[config.mk]
export PLATFORM = sky130hd
export DESIGN_NAME = msdh_port
export DESIGN_NICKNAME = d
export VERILOG_FILES = /design/src/include/msdh_pkg.sv /design/src/include/msdh_tmr_if.sv /design/src/rtl/msdh_port.sv /design/src/rtl/msdh_timer.sv
export SDC_FILE = /design/constraint.sdc
export NUM_CORES = 1
export LEC_CHECK = 0
export ABC_AREA = 1
export ABC_CLOCK_PERIOD_IN_PS = 5300
export BUFFER_PORTS_ARGS = -buffer_cell sky130_fd_sc_hd__buf_2
export CAP_MARGIN = 0
export CORE_MARGIN = 2
export CORE_UTILIZATION = 56
export CTS_CLUSTER_SIZE = 16
export DETAILED_ROUTE_END_ITERATION = 16
export MAX_ROUTING_LAYER = met4
export PLACE_DENSITY = 0.8
export SLEW_MARGIN = 20
export SYNTH_ARGS = -nofsm -noshare
export SYNTH_HDL_FRONTEND = slang
export SYNTH_HIERARCHICAL = 1
export SYNTH_SLANG_ARGS = --single-unit
export TNS_END_PERCENT = 50
[constraint.sdc]
create_clock -name clk -period 5.3 [get_ports clk]
set_input_delay 0.53 -clock clk [delete_from_list [all_inputs] [get_ports clk]]
set_output_delay 0.53 -clock clk [all_outputs]
set_load 0.005 [all_outputs]
[src/include/msdh_pkg.sv]
/*
 * Constants shared by the request/acknowledge port of the board logic:
 * timing figures, reply codes and counter widths.
 * Assumes a single 125 MHz clock.
 */
package msdh_pkg;
    // ------------------------------------------------------------------
    // clock and times
    // ------------------------------------------------------------------
    localparam int CLK_MHZ       = 125;
    localparam int TIMEOUT_US    = 500;
    localparam int TIMEOUT_CYC   = TIMEOUT_US * CLK_MHZ;
    localparam int POR_DELAY_MS  = 32;
    localparam int POR_PULSE_MS  = 75;
    localparam int POR_DELAY_CYC = POR_DELAY_MS * CLK_MHZ * 1000;
    localparam int POR_PULSE_CYC = POR_PULSE_MS * CLK_MHZ * 1000;
    localparam int POR_W         = 24;
    localparam int TMR_W         = 20;
    // ------------------------------------------------------------------
    // widths and small counts
    // ------------------------------------------------------------------
    localparam int ADDR_W    = 16;
    localparam int REL_W     = 8;
    localparam int ARG_W     = 16;
    localparam int CNT_W     = 8;
    localparam int CH_W      = 3;
    localparam int BANK_LO   = 0;
    localparam int BANK_HI   = 3;
    localparam int ID_W      = 8;
    localparam logic [CNT_W-1:0] SETUP_CYC = 8'h04;
    localparam logic [CNT_W-1:0] ID_CYC    = 8'h08;
    localparam logic [CNT_W-1:0] REPLY_CYC = 8'h04;
    // ------------------------------------------------------------------
    // reply codes
    // ------------------------------------------------------------------
    localparam logic [7:0] CODE_DONE     = 8'h01;
    localparam logic [7:0] CODE_DATA     = 8'h03;
    localparam logic [7:0] CODE_ID       = 8'h04;
    localparam logic [7:0] CODE_NO_RESP  = 8'h12;
    typedef enum logic [2:0] {
        S_IDLE, S_SETUP, S_REQ, S_DROP, S_ADC, S_IDENT, S_REPLY
    } msdh_state_t;
endpackage : msdh_pkg

[src/include/msdh_tmr_if.sv]
/*
 * Start/cancel/expire link between the handshake sequencer and its
 * no-response timer. Both ends run on the same clock.
 */
`timescale 1ns/10ps
`default_nettype none
interface msdh_tmr_if;
    logic start;
    logic cancel;
    logic expired;
    modport owner (output start, output cancel, input expired);
    modport timer (input start, input cancel, output expired);
endinterface : msdh_tmr_if
`default_nettype wire

[src/rtl/msdh_port.sv]
/*
 * Board-side request/acknowledge port: presents the relative address,
 * runs the argument bus, the handshake, analog start, identity read,
 * reply driver window and power-on reset pulse.
 * Assumes message fields come from logic on clk; device pins are async.
 */
`timescale 1ns/10ps
`default_nettype none
// Notes on behaviour
// relative address is message address minus block start, 8 bits.
// board drives the 16-line argument bus only during a transfer; a control message answered by analog enable leaves it driven.
// device should release the argument bus after each transfer.
// direction low: device captures bus; high: device or converter drives.
// direction is held low while idle between messages.
// request stays high until acknowledge or analog enable, then drops.
// after 500 us without answer: release bus, drop request, send fault.
// timeout starts at request rise, cancelled on acknowledge or enable.
// device decodes relative address and performs the chosen action.
// device acknowledges only after capturing or driving the data.
// device raises analog enable instead of acknowledge for analog channels.
// on analog enable, board selects channel and starts a conversion.
// for an analog address the device keeps acknowledge low.
// for a non-analog address the device keeps analog enable low.
// channel from address bits 0-2 when bank low, bits 3-5 when high.
// device keeps bank low with board mux only, high above seven.
// identity query low makes the device drive its identity code.
// identity is seven bits on lines 0-6 plus odd parity on line 7.
// reply driver enabled, active high, only while the board answers.
// reply driver disabled after answering to free the shared bus.
// besides power-up reset, activity starts only on incoming messages.
// power-on reset pulse about 75 ms long, starting about 32 ms in.
// request drops on acknowledge; device then lowers acknowledge.
module msdh_port #(
    parameter int NORESP_CYC = msdh_pkg::TIMEOUT_CYC,
    parameter int POR_DLY    = msdh_pkg::POR_DELAY_CYC,
    parameter int POR_LEN    = msdh_pkg::POR_PULSE_CYC
) (
    // clock and reset
    input  wire logic                         clk,
    input  wire logic                         rst_n,
    // decoded messages from the command link
    input  wire logic                         msg_valid,
    input  wire logic                         msg_is_control,
    input  wire logic [msdh_pkg::ADDR_W-1:0]  msg_addr,
    input  wire logic [msdh_pkg::ARG_W-1:0]   msg_arg,
    input  wire logic [msdh_pkg::ADDR_W-1:0]  block_start,
    input  wire logic                         id_read,
    output logic                              busy,
    // device pins
    output logic [msdh_pkg::REL_W-1:0]        relative_address,
    output logic [msdh_pkg::ARG_W-1:0]        argument_bus_out,
    output logic                              argument_bus_oe,
    input  wire logic [msdh_pkg::ARG_W-1:0]   argument_bus_in,
    output logic                              transfer_dir,
    output logic                              operation_request,
    input  wire logic                         operation_done,
    input  wire logic                         analog_select_strobe,
    input  wire logic                         mux_bank_select,
    output logic                              identity_query_n,
    // on-board converter
    output logic [msdh_pkg::CH_W-1:0]         mux_channel,
    output logic                              adc_start,
    input  wire logic                         adc_done,
    input  wire logic [msdh_pkg::ARG_W-1:0]   adc_data,
    // reply uplink
    output logic                              reply_valid,
    output logic [7:0]                        reply_code,
    output logic [msdh_pkg::ARG_W-1:0]        reply_data,
    output logic                              reply_uplink_oe,
    // power-on reset pulse
    output logic                              por_reset
);
    import msdh_pkg::*;

    function automatic logic [CH_W-1:0] chan_sel(input logic [REL_W-1:0] rel,
                                                 input logic hi);
        chan_sel = hi ? rel[BANK_HI +: CH_W] : rel[BANK_LO +: CH_W];
    endfunction : chan_sel

    // ------------------------------------------------------------------
    // reset release and pin synchronisers
    // ------------------------------------------------------------------
    localparam int SY_W = ARG_W + 3;
    logic [1:0]      rs_r;
    logic [SY_W-1:0] sy1_r, sy2_r;
    wire             rst_s_n = rs_r[1];

    always_ff @(posedge clk or negedge rst_n) begin
        if (!rst_n) rs_r <= 2'h0;
        else        rs_r <= {rs_r[0], 1'b1};
    end
    always_ff @(posedge clk or negedge rst_s_n) begin
        if (!rst_s_n) begin
            sy1_r <= '0;
            sy2_r <= '0;
        end else begin
            sy1_r <= {operation_done, analog_select_strobe, mux_bank_select,
                      argument_bus_in};
            sy2_r <= sy1_r;
        end
    end
    wire             done_s = sy2_r[SY_W-1];
    wire             anen_s = sy2_r[SY_W-2];
    wire             bank_s = sy2_r[SY_W-3];
    wire [ARG_W-1:0] arg_s  = sy2_r[ARG_W-1:0];

    // ------------------------------------------------------------------
    // decode
    // ------------------------------------------------------------------
    wire [ADDR_W-1:0] diff     = msg_addr - block_start;
    wire              in_block = (diff[ADDR_W-1:REL_W] == '0);
    msdh_state_t      st_r;
    logic [CNT_W-1:0] cnt_r;
    wire              cnt_end  = (cnt_r == '0);
    wire              go_msg   = (st_r == S_IDLE) && msg_valid
                                 && in_block;
    wire              go_id    = (st_r == S_IDLE) && !msg_valid
                                 && id_read;

    // ------------------------------------------------------------------
    // no-response timer
    // ------------------------------------------------------------------
    msdh_tmr_if tif ();
    assign tif.start  = (st_r == S_SETUP) && cnt_end;
    assign tif.cancel = (st_r == S_REQ) && (done_s || anen_s);
    msdh_timer #(.COUNT(NORESP_CYC)) u_tmr (
        .clk   (clk),
        .rst_n (rst_s_n),
        .t     (tif)
    );

    // ------------------------------------------------------------------
    // handshake sequencer
    // ------------------------------------------------------------------
    always_ff @(posedge clk or negedge rst_s_n) begin
        if (!rst_s_n) begin
            st_r              <= S_IDLE;
            cnt_r             <= '0;
            relative_address  <= '0;
            argument_bus_out  <= '0;
            argument_bus_oe   <= 1'b0;
            transfer_dir      <= 1'b0;
            operation_request <= 1'b0;
            identity_query_n  <= 1'b1;
            mux_channel       <= '0;
            adc_start         <= 1'b0;
            reply_valid       <= 1'b0;
            reply_code        <= '0;
            reply_data        <= '0;
            reply_uplink_oe   <= 1'b0;
            busy              <= 1'b0;
        end else begin
            adc_start   <= 1'b0;
            reply_valid <= 1'b0;
            unique case (st_r)
                S_IDLE: begin
                    if (go_msg) begin
                        relative_address <= diff[REL_W-1:0];
                        argument_bus_out <= msg_arg;
                        argument_bus_oe  <= msg_is_control;
                        transfer_dir     <= !msg_is_control;
                        cnt_r            <= SETUP_CYC;
                        st_r             <= S_SETUP;
                        busy             <= 1'b1;
                    end else if (go_id) begin
                        identity_query_n <= 1'b0;
                        cnt_r            <= ID_CYC;
                        st_r             <= S_IDENT;
                        busy             <= 1'b1;
                    end
                end
                S_SETUP: begin
                    cnt_r <= cnt_r - CNT_W'(1);
                    if (cnt_end) begin
                        operation_request <= 1'b1;
                        st_r              <= S_REQ;
                    end
                end
                S_REQ: begin
                    if (anen_s) begin
                        operation_request <= 1'b0;
                        mux_channel <= chan_sel(relative_address,
                                                bank_s);
                        adc_start   <= 1'b1;
                        st_r        <= S_ADC;
                    end else if (done_s) begin
                        operation_request <= 1'b0;
                        if (transfer_dir) reply_data <= arg_s;
                        st_r <= S_DROP;
                    end else if (tif.expired) begin
                        operation_request <= 1'b0;
                        argument_bus_oe   <= 1'b0;
                        transfer_dir      <= 1'b0;
                        reply_code        <= CODE_NO_RESP;
                        st_r              <= S_REPLY;
                        cnt_r             <= REPLY_CYC;
                        reply_valid       <= 1'b1;
                        reply_uplink_oe   <= 1'b1;
                    end
                end
                S_DROP: begin
                    if (!done_s) begin
                        argument_bus_oe <= 1'b0;
                        transfer_dir    <= 1'b0;
                        reply_code  <= transfer_dir ? CODE_DATA : CODE_DONE;
                        st_r            <= S_REPLY;
                        cnt_r           <= REPLY_CYC;
                        reply_valid     <= 1'b1;
                        reply_uplink_oe <= 1'b1;
                    end
                end
                S_ADC: begin
                    if (adc_done) begin
                        reply_data      <= adc_data;
                        transfer_dir    <= 1'b0;
                        reply_code      <= CODE_DATA;
                        st_r            <= S_REPLY;
                        cnt_r           <= REPLY_CYC;
                        reply_valid     <= 1'b1;
                        reply_uplink_oe <= 1'b1;
                    end
                end
                S_IDENT: begin
                    cnt_r <= cnt_r - CNT_W'(1);
                    if (cnt_end) begin
                        reply_data       <= {{(ARG_W-ID_W){1'b0}},
                                             arg_s[ID_W-1:0]};
                        identity_query_n <= 1'b1;
                        reply_code       <= CODE_ID;
                        st_r             <= S_REPLY;
                        cnt_r            <= REPLY_CYC;
                        reply_valid      <= 1'b1;
                        reply_uplink_oe  <= 1'b1;
                    end
                end
                S_REPLY: begin
                    cnt_r <= cnt_r - CNT_W'(1);
                    if (cnt_r == CNT_W'(1)) begin
                        reply_uplink_oe <= 1'b0;
                        st_r            <= S_IDLE;
                        busy            <= 1'b0;
                    end
                end
            endcase
        end
    end

    // ------------------------------------------------------------------
    // power-on reset pulse
    // ------------------------------------------------------------------
    logic [POR_W-1:0] por_cnt_r;
    wire              por_run = (por_cnt_r != POR_W'(POR_DLY + POR_LEN));
    always_ff @(posedge clk or negedge rst_s_n) begin
        if (!rst_s_n) begin
            por_cnt_r <= '0;
            por_reset <= 1'b0;
        end else begin
            if (por_run) por_cnt_r <= por_cnt_r + POR_W'(1);
            por_reset <= (por_cnt_r >= POR_W'(POR_DLY)) && por_run;
        end
    end

    // ------------------------------------------------------------------
    // checks
    // ------------------------------------------------------------------
    a_idle_dir_low: assert property (@(posedge clk) disable iff (!rst_s_n)
        (st_r == S_IDLE) |-> !transfer_dir && !argument_bus_oe)
        else $error("direction or bus drive active while idle");
    a_req_drops_ack: assert property (@(posedge clk) disable iff (!rst_s_n)
        (st_r == S_REQ && (done_s || anen_s)) |=> !operation_request)
        else $error("request not dropped after answer");
    a_req_holds: assert property (@(posedge clk) disable iff (!rst_s_n)
        (operation_request && !done_s && !anen_s && !tif.expired)
        |=> operation_request)
        else $error("request fell without an answer");
    a_timeout_fault: assert property (@(posedge clk) disable iff (!rst_s_n)
        (st_r == S_REQ && tif.expired && !done_s && !anen_s) |=>
        !operation_request && !argument_bus_oe && reply_valid
        && reply_code == CODE_NO_RESP)
        else $error("timeout did not raise the fault reply");
    a_mux_select: assert property (@(posedge clk) disable iff (!rst_s_n)
        adc_start |-> mux_channel == chan_sel(relative_address,
                                              $past(bank_s)))
        else $error("wrong multiplexer channel");
    a_reply_window: assert property (@(posedge clk) disable iff (!rst_s_n)
        $rose(reply_uplink_oe) |-> reply_valid ##1 reply_uplink_oe [*3]
        ##1 !reply_uplink_oe)
        else $error("reply driver window has wrong length");
    a_reply_oe_only: assert property (@(posedge clk) disable iff (!rst_s_n)
        reply_uplink_oe |-> (st_r == S_REPLY))
        else $error("reply driver enabled outside a reply");
    a_bus_ctl_only: assert property (@(posedge clk) disable iff (!rst_s_n)
        argument_bus_oe |-> !transfer_dir)
        else $error("board drives bus during a read");
    a_rel_value: assert property (@(posedge clk) disable iff (!rst_s_n)
        go_msg |=> relative_address == $past(diff[REL_W-1:0]))
        else $error("relative address mismatch");
endmodule : msdh_port
`default_nettype wire

[src/rtl/msdh_timer.sv]
/*
 * One-shot down counter: loaded by start, cleared by cancel,
 * pulses expired for one cycle when the count runs out.
 * Assumes asynchronous reset whose release is already synchronised.
 */
`timescale 1ns/10ps
`default_nettype none
module msdh_timer #(
    parameter int COUNT = msdh_pkg::TIMEOUT_CYC
) (
    // clock and reset
    input  wire logic    clk,
    input  wire logic    rst_n,
    // control
    msdh_tmr_if.timer    t
);
    import msdh_pkg::*;
    logic [TMR_W-1:0] cnt_r;
    logic             exp_r;
    wire              last = (cnt_r == TMR_W'(1));

    always_ff @(posedge clk or negedge rst_n) begin
        if (!rst_n) begin
            cnt_r <= '0;
            exp_r <= 1'b0;
        end else begin
            exp_r <= 1'b0;
            if (t.cancel) begin
                cnt_r <= '0;
            end else if (t.start) begin
                cnt_r <= TMR_W'(COUNT);
            end else if (cnt_r != '0) begin
                cnt_r <= cnt_r - TMR_W'(1);
                exp_r <= last;
            end
        end
    end
    assign t.expired = exp_r;

    a_exp_needs_run: assert property (@(posedge clk) disable iff (!rst_n)
        exp_r |-> $past(last) && !$past(t.cancel))
        else $error("timer expired without a running count");
endmodule : msdh_timer
`default_nettype wire

==> impl_metrics.tcl <==
set metrics [dict create \
    status "finished, final reports clean" \
    clock_sinks 152 \
    post-route-drc-count 0 \
    required_ns 5.61 \
    place_congestion 0.9296 \
    worstMarginPinSlew_ns 0.7392 \
    dr.pass1.iters 5 \
    htreeDepth 4 \
    areaGrowthSynthToFinish_pct 18.37 \
    num_io_pins 149 \
    final_area_mm2 0.009617 \
    synthMuxAreaShare_pct 0.3696 \
    viasPerCell 5.125 \
    synth_area_mm2 0.008124 \
    avgSynthCellArea_um2 8.004 \
    synth-adder-area-share_pct 4.097 \
    post_cts_buffers 0 \
    postRouteAntennaNets 0 \
    drt-total-wl_um 18450 \
    synth-seq-area-share_pct 46.84 \
    synth-seq-cells 152 \
    fmax_mhz 378.5 \
    cts_resized 0 \
    seq_power_share_pct 35.2 \
    syn_inst 1015 \
    startpoint_type "input port" \
    fillCellCount 1174 \
    synth_top_family_by_area "simple AND/OR/NAND/NOR gates" \
    place_hpwl_um 13570 \
    grt_pass1_wl_um 31510 \
    finalCritPeriodShare_pct 49.86 \
    maxSlewViolCount 0 \
    portBuffers 144 \
    worstSetupPathType "in -> reg" \
    synth-edff-count 0 \
    yosysUniqueCellTypes 46 \
    p_comb_share_pct 38.0 \
    cts_tree "yes" \
    grt_max_degree 58 \
    fin_crit_ns 2.642 \
    cts_made_buffers 17 \
    synth_xor_area_share_pct 3.881 \
    synthSimpleGateAreaFrac_pct 29.86 \
    drt_iter0_drc 479 \
    powerDensity_mw_per_mm2 477.4 \
    layout_common_cells "nand2_1 (309), dfrtp_1 (150), buf_2 (144)" \
    clock_skew_ns 0.008358 \
    ctsHoldBuffers 1 \
    die_x_um 124.4 \
    worstPathArrival_ns 2.95 \
    die_h_um 124.4 \
    power.leakage_nw 5.243 \
    grt_overflow 0 \
    final_common_cell "nand2_1" \
    max_slew_margin_pct 50.67 \
    antenna_found_initial 0 \
    synth_compound_area_share_pct 6.407 \
    grt_pass1_vias 6734 \
    yosysWarnings 6 \
    coreArea_mm2 0.01437 \
    hold_violations 0 \
    die_area_mm2 0.01549 \
    path_max_fanout 32 \
    vias 6991 \
    cts_root_buf "clkbuf_16" \
    clock_latency_ns 0.42 \
    rsz0062_at_grt "false" \
    end_kind "flop" \
    p_switching_mw 1.769 \
    n_antenna_cell 0 \
    synth_top_flop_cell "dfrtp_1" \
    wl_per_cell_um 13.52 \
    cts.reportedPaths.clkPinSlew_ns 0.06 \
    clk_path_buf_depth 2 \
    final-setup-viol-count 0 \
    max-vdd-ir-drop_mv 0.2890 \
    fin_nets 1282 \
    drive_above_1_share_pct 20.51 \
    maxCapViolCount 0 \
    async_reset_ff_share_pct 100.0 \
    clkPwrFrac_pct 26.8 \
    core.rowCount 44 \
    start_util_pct 56.54 \
    place_area_mm2 0.008984 \
    fin_tns_setup_ns 0 \
    p_sw_share_pct 38.52 \
    hold_class "in -> reg" \
    power.internal_mw 2.823 \
    grt_use_total_pct 25.47 \
]
## logic make-up (layout without fill, tap and decap cells)
family | after synthesis | count (layout)
other cells | 2 | 5
simple gates | 542 | 542
buf+inv | 167 | 329
flops | 152 | 152
mux | 3 | 3
fa+ha+maj | 26 | 26
compound gates | 87 | 87
xor+xnor | 36 | 36
## path summary, 6_finish.rpt
| kind | startpoint | endpoint | slack, ns | cells past startpoint |
|---|---|---|---|---|
| worst max-delay path | msg_addr[0] | cnt_r[2] | 2.66 | 18 |
| worst min-delay path | argument_bus_in[1] | sy1_r[1] | 0.21 | 1 |
| worst max register to register | cnt_r[5] | u_tmr/cnt_r[15] | 2.80 | 13 |
| worst min register to register | rs_r[1] | argument_bus_out[1] | 0.33 | 0 |
| max in group asynchronous | rs_r[1] | cnt_r[7] | 3.83 | 1 |
| min in group asynchronous | rs_r[1] | argument_bus_out[1] | 0.33 | 0 |
## area by class of cell
type | instances | area (um^2) | share of cell area, %
Clock buffer | 22 | 464.2 | 4.827
Clock inverter | 10 | 141.4 | 1.470
Inverter | 149 | 559.3 | 5.816
Multi-Input combinational cell | 699 | 3652 | 37.98
Sequential cell | 152 | 3809 | 39.60
Tap cell | 184 | 230.2 | 2.394
Timing Repair Buffer | 148 | 760.7 | 7.910
## routing by layer
metal | global-route usage, % | part of all wire (%) | up-vias
met5 | - | 0 | -
met4 | 6.147 | 1.3 | 0
met3 | 4.381 | 4.0 | 20
met2 | 41.50 | 49 | 183
met1 | 33.68 | 45 | 3304
li1 | - | - | 3484
## power groups by stage
| stage | logic, mW | registers [mW] | clock network (mW) |
|---|---|---|---|
| 2_1_floorplan | 1.25 | 1.60 | 0 |
| 3_3_place_gp | 1.65 | 1.62 | 0 |
| 3_5_place_dp | 1.71 | 1.63 | 0 |
| 4_1_cts | 1.73 | 1.62 | 1.25 |
| 5_1_grt | 1.99 | 1.65 | 1.29 |
| 6_report | 1.74 | 1.62 | 1.23 |
## through the flow
| stage | total power [mW] | hold slack (ns) | utilization [%] | setup slack [ns] | instances |
|---|---|---|---|---|---|
| 6_report | 4.592 | 0.2145 | 66.93 | 2.658 | 1364 |
| 5_1_grt | 4.934 | 0.2063 | 66.93 | 2.375 | 1364 |
| 4_1_cts | 4.588 | 0.2036 | 66.81 | 2.519 | 1363 |
| 3_5_place_dp | 3.337 | 0.3173 | 62.52 | 2.230 | 1330 |
| 3_3_place_gp | 3.274 | 0.3153 | 62.52 | 2.334 | 1330 |
| 2_1_floorplan | 2.852 | 0.2344 | - | 0.7530 | 1018 |
## synth_stat cells, drive strengths merged (13+ instances only)
| cell | count | area [um^2] |
|---|---|---|
| nand2 | 331 | 1308 |
| dfrtp | 151 | 3779 |
| inv | 146 | 548.0 |
| nor2 | 106 | 470.4 |
| nand3 | 56 | 330.3 |
| a21oi | 36 | 180.2 |
| xor2 | 30 | 262.8 |
| ha | 25 | 312.8 |
| nor3 | 24 | 151.4 |
| o21ai | 23 | 115.1 |
| a41oi | 16 | 140.1 |
| buf | 13 | 108.9 |
## registers in the layout, indices dropped and copies added (netlist names), 2 cells and up
register,flops
argument_bus_out,16
cnt_r,8
mux_channel,3
por_cnt_r,24
relative_address,8
reply_code,4
reply_data,16
rs_r,2
st_r,3
sy1_r,19
sy2_r,19
u_tmr/cnt_r,20
## critical path: stages
cell	delay, ns
buf_2	0.08
inv_1	0.03
ha_1	0.21
fa_1	0.41
inv_1	0.12
nand2_1	0.06
nand2_1	0.10
nand3_1	0.10
nand3_1	0.13
nand3_2	0.10
nor2_4	0.12
nand2_2	0.05
nor2_2	0.14
nand2_4	0.26
nand3_4	0.20
nand2_2	0.14
nand2_1	0.10
nand2_1	0.06
(Power assumes the default switching activity.)
